**src/rtl/pcm_pkg.sv**
```systemverilog
// Constants and types for the lower port C pin function selector
package pcm_pkg;
	localparam int        PIN_FOUR  = 4;
	localparam int        PIN_THREE = 3;
	localparam int        PIN_RSVD  = 2;
	localparam int        PIN_ONE   = 1;
	localparam int        PIN_ZERO  = 0;
	localparam logic [1:0] IF_WAVEFORM = 2'h2;
	localparam logic [7:0] SEL_RESET   = 8'h00;
	localparam logic [7:0] SEC_RD_MASK = 8'hfb;
	localparam logic [7:0] PAD_RESET   = 8'h00;
	localparam logic       PERIPH_IDLE = 1'b1;
	localparam logic       READY_IDLE  = 1'b0;
	localparam logic       FLAG_RESET  = 1'b0;

	typedef enum logic [1:0] {
		PCM_FN_PORT,
		PCM_FN_PERIPH,
		PCM_FN_WAVE,
		PCM_FN_INVALID
	} pcm_fn_t;
endpackage : pcm_pkg

```
**src/rtl/pcm_portc_low_mux.sv**
```systemverilog
// Pin function selector for port C bits 4, 3, 1 and 0
`timescale 1ns/10ps
module pcm_portc_low_mux
	import pcm_pkg::*;
(
	input  wire logic       ref_clk,
	input  wire logic       rst,
	input  wire logic [7:0] primary_alt_select,
	input  wire logic [7:0] secondary_alt_select,
	input  wire logic [1:0] interface_select,
	input  wire logic       wide_bus_option,
	input  wire logic [7:0] port_out,
	input  wire logic [7:0] port_oe,
	input  wire logic [7:0] pin_in,
	input  wire logic       control_out_one,
	input  wire logic       serial_zero_transmit,
	output logic      [7:0] secondary_readback,
	output logic      [7:0] pin_out,
	output logic      [7:0] pin_oe,
	output logic      [7:0] port_in,
	output logic            timer_zero_input,
	output logic            ext_interrupt_one,
	output logic            serial_zero_receive,
	output logic            ready_in_three,
	output logic            ready_in_one,
	output logic            ready_in_zero,
	output logic            select_invalid
);
	// Bus width option does not alter these low port C pins
	wire       wave_sel = (interface_select == IF_WAVEFORM);
	wire [7:0] per_sel  = primary_alt_select & ~secondary_alt_select;
	wire [7:0] wav_sel  = primary_alt_select & secondary_alt_select & {8{wave_sel}};
	// the bad combination is flagged, pin left undriven
	wire [7:0] bad_sel  = primary_alt_select & secondary_alt_select & {8{~wave_sel}};

	wire [7:0] next_pin_out;
	wire [7:0] next_pin_oe;
	// pin four drives control output one in waveform mode
	assign next_pin_out[PIN_FOUR] = wav_sel[PIN_FOUR] ? control_out_one : port_out[PIN_FOUR];
	assign next_pin_oe[PIN_FOUR]  = wav_sel[PIN_FOUR] | (~per_sel[PIN_FOUR]
		& ~bad_sel[PIN_FOUR] & port_oe[PIN_FOUR]);
	// pin one drives serial transmit when peripheral selected
	assign next_pin_out[PIN_ONE] = per_sel[PIN_ONE] ? serial_zero_transmit : port_out[PIN_ONE];
	assign next_pin_oe[PIN_ONE]  = per_sel[PIN_ONE] | (~wav_sel[PIN_ONE]
		& ~bad_sel[PIN_ONE] & port_oe[PIN_ONE]);
	// input functions: pins three and zero never driven when alternate
	assign next_pin_out[PIN_THREE] = port_out[PIN_THREE];
	assign next_pin_oe[PIN_THREE]  = ~primary_alt_select[PIN_THREE] & port_oe[PIN_THREE];
	assign next_pin_out[PIN_ZERO]  = port_out[PIN_ZERO];
	assign next_pin_oe[PIN_ZERO]   = ~primary_alt_select[PIN_ZERO] & port_oe[PIN_ZERO];
	// Pins outside this block stay plain port pins
	assign next_pin_out[7:5]      = port_out[7:5];
	assign next_pin_oe[7:5]       = port_oe[7:5];
	assign next_pin_out[PIN_RSVD] = port_out[PIN_RSVD];
	assign next_pin_oe[PIN_RSVD]  = port_oe[PIN_RSVD];

	// Idle levels high for peripheral inputs, low for ready inputs, so unrouted ones look inactive
	wire next_timer = per_sel[PIN_FOUR]  ? pin_in[PIN_FOUR]  : 1'b1;
	wire next_ext_interrupt_one  = per_sel[PIN_THREE] ? pin_in[PIN_THREE] : 1'b1;
	wire next_rxd   = per_sel[PIN_ZERO]  ? pin_in[PIN_ZERO]  : 1'b1;
	wire next_ready_in_three  = wav_sel[PIN_THREE] ? pin_in[PIN_THREE] : 1'b0;
	wire next_ready_in_one  = wav_sel[PIN_ONE]   ? pin_in[PIN_ONE]   : 1'b0;
	wire next_ready_in_zero  = wav_sel[PIN_ZERO]  ? pin_in[PIN_ZERO]  : 1'b0;
	wire [7:0] next_readback = secondary_alt_select & SEC_RD_MASK;
	// any pin holding the undefined pair raises the flag
	wire       next_invalid  = |bad_sel;

	always_ff @(posedge ref_clk or posedge rst)
	begin
		if (rst)
		begin
			secondary_readback <= SEL_RESET;
		end
		else
		begin
			secondary_readback <= next_readback;
		end
	end

	always_ff @(posedge ref_clk or posedge rst)
	begin
		if (rst)
		begin
			select_invalid <= FLAG_RESET;
		end
		else
		begin
			select_invalid <= next_invalid;
		end
	end

	// pad drive registered
	// Released pads at reset so no pin fights the board
	always_ff @(posedge ref_clk or posedge rst)
	begin
		if (rst)
		begin
			pin_out <= PAD_RESET;
			pin_oe  <= PAD_RESET;
		end
		else
		begin
			pin_out <= next_pin_out;
			pin_oe  <= next_pin_oe;
		end
	end

	always_ff @(posedge ref_clk or posedge rst)
	begin
		if (rst)
		begin
			port_in <= PAD_RESET;
		end
		else
		begin
			port_in <= pin_in;
		end
	end

	always_ff @(posedge ref_clk or posedge rst)
	begin
		if (rst)
		begin
			timer_zero_input    <= PERIPH_IDLE;
			ext_interrupt_one   <= PERIPH_IDLE;
			serial_zero_receive <= PERIPH_IDLE;
		end
		else
		begin
			timer_zero_input    <= next_timer;
			ext_interrupt_one   <= next_ext_interrupt_one;
			serial_zero_receive <= next_rxd;
		end
	end

	always_ff @(posedge ref_clk or posedge rst)
	begin
		if (rst)
		begin
			ready_in_three <= READY_IDLE;
			ready_in_one   <= READY_IDLE;
			ready_in_zero  <= READY_IDLE;
		end
		else
		begin
			ready_in_three <= next_ready_in_three;
			ready_in_one   <= next_ready_in_one;
			ready_in_zero  <= next_ready_in_zero;
		end
	end

	chk_rsvd_reads_zero: assert property (@(posedge ref_clk) disable iff (rst)
		secondary_readback[PIN_RSVD] == 1'b0) else $error("reserved bit read nonzero");
	chk_pin4_ctl: assert property (@(posedge ref_clk) disable iff (rst)
		wav_sel[PIN_FOUR] |=> pin_oe[PIN_FOUR] && pin_out[PIN_FOUR] == $past(control_out_one))
		else $error("pin four not carrying control out");
	chk_pin4_timer: assert property (@(posedge ref_clk) disable iff (rst)
		per_sel[PIN_FOUR] |=> timer_zero_input == $past(pin_in[PIN_FOUR]) && !pin_oe[PIN_FOUR])
		else $error("timer input wrong");
	chk_pin3_int: assert property (@(posedge ref_clk) disable iff (rst)
		per_sel[PIN_THREE] |=> ext_interrupt_one == $past(pin_in[PIN_THREE]) && !ready_in_three)
		else $error("interrupt input wrong");
	chk_pin3_rdy: assert property (@(posedge ref_clk) disable iff (rst)
		wav_sel[PIN_THREE] |=> ready_in_three == $past(pin_in[PIN_THREE]) && ext_interrupt_one)
		else $error("ready three wrong");
	chk_pin1_txd: assert property (@(posedge ref_clk) disable iff (rst)
		per_sel[PIN_ONE] |=> pin_oe[PIN_ONE] && pin_out[PIN_ONE] == $past(serial_zero_transmit))
		else $error("transmit not driven");
	chk_pin0_func: assert property (@(posedge ref_clk) disable iff (rst)
		primary_alt_select[PIN_ZERO] |=> !pin_oe[PIN_ZERO] && (ready_in_zero ?
		$past(wav_sel[PIN_ZERO]) : 1'b1)) else $error("pin zero function wrong");
	chk_port_plain: assert property (@(posedge ref_clk) disable iff (rst)
		!primary_alt_select[PIN_FOUR] |=> pin_oe[PIN_FOUR] == $past(port_oe[PIN_FOUR]))
		else $error("plain port pin not passed");
	chk_invalid_flag: assert property (@(posedge ref_clk) disable iff (rst)
		(|bad_sel) |=> select_invalid) else $error("invalid select not flagged");
	chk_invalid_clear: assert property (@(posedge ref_clk) disable iff (rst)
		!(|bad_sel) |=> !select_invalid)
		else $error("invalid flag set without cause");
	chk_pin1_rdy: assert property (@(posedge ref_clk) disable iff (rst)
		wav_sel[PIN_ONE] |=> ready_in_one == $past(pin_in[PIN_ONE]) && !pin_oe[PIN_ONE])
		else $error("ready one wrong");
	chk_pin0_rxd: assert property (@(posedge ref_clk) disable iff (rst)
		per_sel[PIN_ZERO] |=> serial_zero_receive == $past(pin_in[PIN_ZERO]) && !ready_in_zero)
		else $error("receive input wrong");
	chk_pin3_float: assert property (@(posedge ref_clk) disable iff (rst)
		primary_alt_select[PIN_THREE] |=> !pin_oe[PIN_THREE])
		else $error("pin three driven while alternate");
	chk_timer_idle: assert property (@(posedge ref_clk) disable iff (rst)
		!per_sel[PIN_FOUR] |=> timer_zero_input)
		else $error("timer input not idle");
	chk_ready_idle: assert property (@(posedge ref_clk) disable iff (rst)
		!wave_sel |=> !ready_in_three && !ready_in_one && !ready_in_zero)
		else $error("ready input active outside waveform mode");
	chk_upper_plain: assert property (@(posedge ref_clk) disable iff (rst)
		1'b1 |=> pin_out[7:5] == $past(port_out[7:5]) && pin_oe[7:5] == $past(port_oe[7:5]))
		else $error("upper pins not plain port");
	chk_readback_copy: assert property (@(posedge ref_clk) disable iff (rst)
		1'b1 |=> secondary_readback[7:3] == $past(secondary_alt_select[7:3]))
		else $error("readback upper bits wrong");
	chk_input_copy: assert property (@(posedge ref_clk) disable iff (rst)
		1'b1 |=> port_in == $past(pin_in))
		else $error("port input copy wrong");

	cov_wave_mode: cover property (@(posedge ref_clk) disable iff (rst) |wav_sel);
	cov_periph:    cover property (@(posedge ref_clk) disable iff (rst) &per_sel[1:0]);
	cov_invalid:   cover property (@(posedge ref_clk) disable iff (rst) |bad_sel);
	cov_ready:     cover property (@(posedge ref_clk) disable iff (rst) ready_in_zero);
	cov_transmit:  cover property (@(posedge ref_clk) disable iff (rst)
		per_sel[PIN_ONE] ##1 pin_oe[PIN_ONE]);
endmodule : pcm_portc_low_mux

```
**config.mk**
```make
export PLATFORM = sky130hd
export DESIGN_NAME = pcm_portc_low_mux
export DESIGN_NICKNAME = d
export VERILOG_FILES = /design/src/rtl/pcm_pkg.sv /design/src/rtl/pcm_portc_low_mux.sv
export SDC_FILE = /design/constraint.sdc
export NUM_CORES = 1
export LEC_CHECK = 0
export BUFFER_PORTS_ARGS = -buffer_cell sky130_fd_sc_hd__buf_2
export CAP_MARGIN = 5
export CORE_MARGIN = 2
export CORE_UTILIZATION = 41
export CTS_BUF_LIST = sky130_fd_sc_hd__clkbuf_16
export CTS_CLUSTER_DIAMETER = 100
export DETAILED_ROUTE_END_ITERATION = 16
export HOLD_SLACK_MARGIN = 0.02
export PLACE_DENSITY = 0.82
export SLEW_MARGIN = 5
export SYNTH_ARGS = -nofsm -noshare
export SYNTH_HDL_FRONTEND = slang
export SYNTH_SLANG_ARGS = --single-unit
export TNS_END_PERCENT = 100
```
**constraint.sdc**
```tcl
create_clock -name ref_clk -period 2.2 [get_ports ref_clk]
set_clock_uncertainty 0.2 [all_clocks]
set_input_delay 0 -clock ref_clk [delete_from_list [all_inputs] [get_ports ref_clk]]
set_output_delay 0 -clock ref_clk [all_outputs]
set_load 0.01 [all_outputs]
```
==> impl_metrics.json <==
{
  "run_status": "finished clean",
  "finalHoldViolCount": 0,
  "port_buffers": 83,
  "syn_area_per_cell_um2": 17.8,
  "whs_ps": 180,
  "rsz0062_at_grt": "false",
  "p_per_area_nw_per_um2": 835,
  "finalMaxSlewViolations": 0,
  "synth_cell_type_count": 20,
  "postCtsResizedCells": 0,
  "cts_tree": "yes",
  "cts_buffers": 5,
  "hpwl_um": 2000,
  "post_cts.repair.setup_buffers": 0,
  "yosys_warnings": 0,
  "io_pins": 86,
  "n_antenna_cell": 0,
  "vias": 1080,
  "clockRootBuffer": "clkbuf_16",
  "cp_slowest_cell": "dlygate4sd3_1",
  "dieArea_um2": 3260,
  "cp_cell_sequence": "dlygate4sd3_1 -> buf_2 -> nor2b_4 -> dlygate4sd3_1 -> a31oi_1 -> dlygate4sd3_1",
  "clk_pin_slew_ps": 60,
  "post_drt_wl_per_cell_um": 17.2,
  "crit_family": "buffers and inverters",
  "synth_top_cell_area_share": 0.758,
  "vias_per_cell": 4.70,
  "worstPathBufferInverterCount": 4,
  "cpPeakStageDelay_ps": 600,
  "worstPathRequired_ps": 2160,
  "nNetsFinal": 245,
  "synthesis.nets": 112,
  "peakVddDrop_mv": 0.911,
  "worstSetupPathType": "in -> reg",
  "fp.coreArea_um2": 2710,
  "drc": 0,
  "grt_pass1_vias": 1228,
  "setup_tns_ps": 0,
  "drive_above_1_share": 0.518,
  "min_path_type": "in -> reg",
  "die_y_um": 57.1,
  "cts.sinks": 38,
  "crit_fanout": 4,
  "mappedNetlistArea_um2": 1150,
  "dieWidth_um": 57.1,
  "start_kind": "input port",
  "area_delta_synth_final_pct": 93.0,
  "initialDrtViolationCount": 22,
  "antenna_found_initial": 0,
  "grt_start_max_net_pins": 39,
  "grt-ovfl-total": 0,
  "first_pass_iters": 4,
  "ant_nets": 0,
  "ys.flop_type": "dfrtp_1",
  "post-synth-top-count-cell": "dfrtp_1",
  "synth-seq-cells": 38,
  "gp_congestion": 0.692,
  "synth_common_cells": "dfrtp_1, and4_2, dfstp_2, inv_1",
  "fin_ws_ps": 143,
  "leakage_nw": 1.14,
  "synth-edff-count": 0,
  "crit_top_cell": "dlygate4sd3_1",
  "start_util": 0.426,
  "cts_htree_levels": 2,
  "row_count": 19,
  "clockBufferDepth": 2,
  "fillers": 134,
  "worst_setup_path_end_kind": "flop",
  "drv_cap": 0,
  "grt_pass1_wl_um": 6230,
  "cp.arrival_ps": 2010,
  "synth_top_area_cell": "dfrtp_1",
  "routed_wl_um": 3950,
  "synth-seq-area-share": 0.827,
  "fin_crit_sh": 0.935,
  "grt_usage": 0.266,
  "timing.final.crit_period_ps": 2060,
  "yosys-top-cells-area": "dfrtp_1, dfstp_2, and4_2",
  "fmax_ghz": 0.486,
  "final-setup-viol-count": 0,
  "dp_worst_setup_slack_ps": 1180,
  "synthArstFlopShare": 1.00,
  "syn-instance-count": 65,
  "postLayoutCoreUtil": 0.822
}
==> what timing repair did <==
action	CTS	global route
hold buffers	43	0
hold endpoints to repair	76	0
setup endpoints to repair	0	0
==> final timing paths <==
check	start	to	slack [ps]	cells past startpoint
worst max-delay path	interface_select[0]	select_invalid	140	6
worst min-delay path	port_oe[5]	pin_oe[5]	180	2
max in group asynchronous	rst	ext_interrupt_one	1230	4
min in group asynchronous	rst	pin_out[3]	220	4
==> through the flow <==
step           cells  area, um2  power (mW)
5_1_grt          230       2230        1.93
6_report         230       2230        1.86
3_3_place_gp     179       1610       0.892
3_5_place_dp     179       1610       0.898
2_1_floorplan     65       1150       0.808
4_1_cts          230       2230        1.86
==> layer usage <==
metal  part of all wire  global-route usage
met4              0.017              0.0930
met2               0.53               0.479
met3              0.082              0.0884
met1               0.37               0.291
met5                  0                   0
==> state kept, by name (all words and copies together), names as in the netlist <==
name                 count
port_in                  8
select_invalid           1
pin_oe                   8
ready_in_zero            1
ready_in_one             1
ext_interrupt_one        1
ready_in_three           1
timer_zero_input         1
secondary_readback       7
pin_out                  8
serial_zero_receive      1
==> area by class of cell <==
type | instances | area [um2] | share of cell area
clock buffers | 5 | 125 | 0.0561
clock inverters | 3 | 63.8 | 0.0286
inverters | 3 | 11.3 | 0.00505
multi-input cells | 23 | 181 | 0.0814
flip-flops and latches | 38 | 955 | 0.428
well taps | 31 | 38.8 | 0.0174
repair buffers | 127 | 853 | 0.383
==> logic make-up (layout without fill, tap and decap cells) <==
group | count (synthesis) | after routing | share of synthesized area
compound gates | 7 | 7 | 0.0477
buf+inv | 4 | 138 | 0.0163
mux | 2 | 2 | 0.0227
simple gates | 13 | 13 | 0.0834
other cells | 1 | 1 | 0.00325
flops | 38 | 38 | 0.827
==> placed cells by master (no fill, tap or decap) <==
cell	Yosys	layout
a221oi_2	1	1
a22o_1	1	1
a22oi_1	2	2
a31oi_1	1	1
and4_2	3	3
buf_2	0	83
buf_4	1	1
bufinv_16	0	2
clkbuf_16	0	5
clkinv_1	0	1
conb_1	1	1
dfrtp_1	35	35
dfstp_2	3	3
dlygate4sd3_1	0	43
inv_1	3	3
mux2_2	1	1
mux2_4	1	1
nand2_1	2	2
nand2b_1	1	1
nand3_2	1	1
nor2_1	2	2
nor2b_1	2	2
nor2b_4	1	1
o21ai_0	2	2
or3b_2	1	1
==> report_power, final <==
| part | switching [mW] | internal, mW |
|---|---|---|
| Combinational | 0.0941 | 0.119 |
| Clock | 0.257 | 0.645 |
| Sequential | 0.0106 | 0.736 |
| Total | 0.362 | 1.50 |
Note: power is estimated with default switching activity, not from simulation.
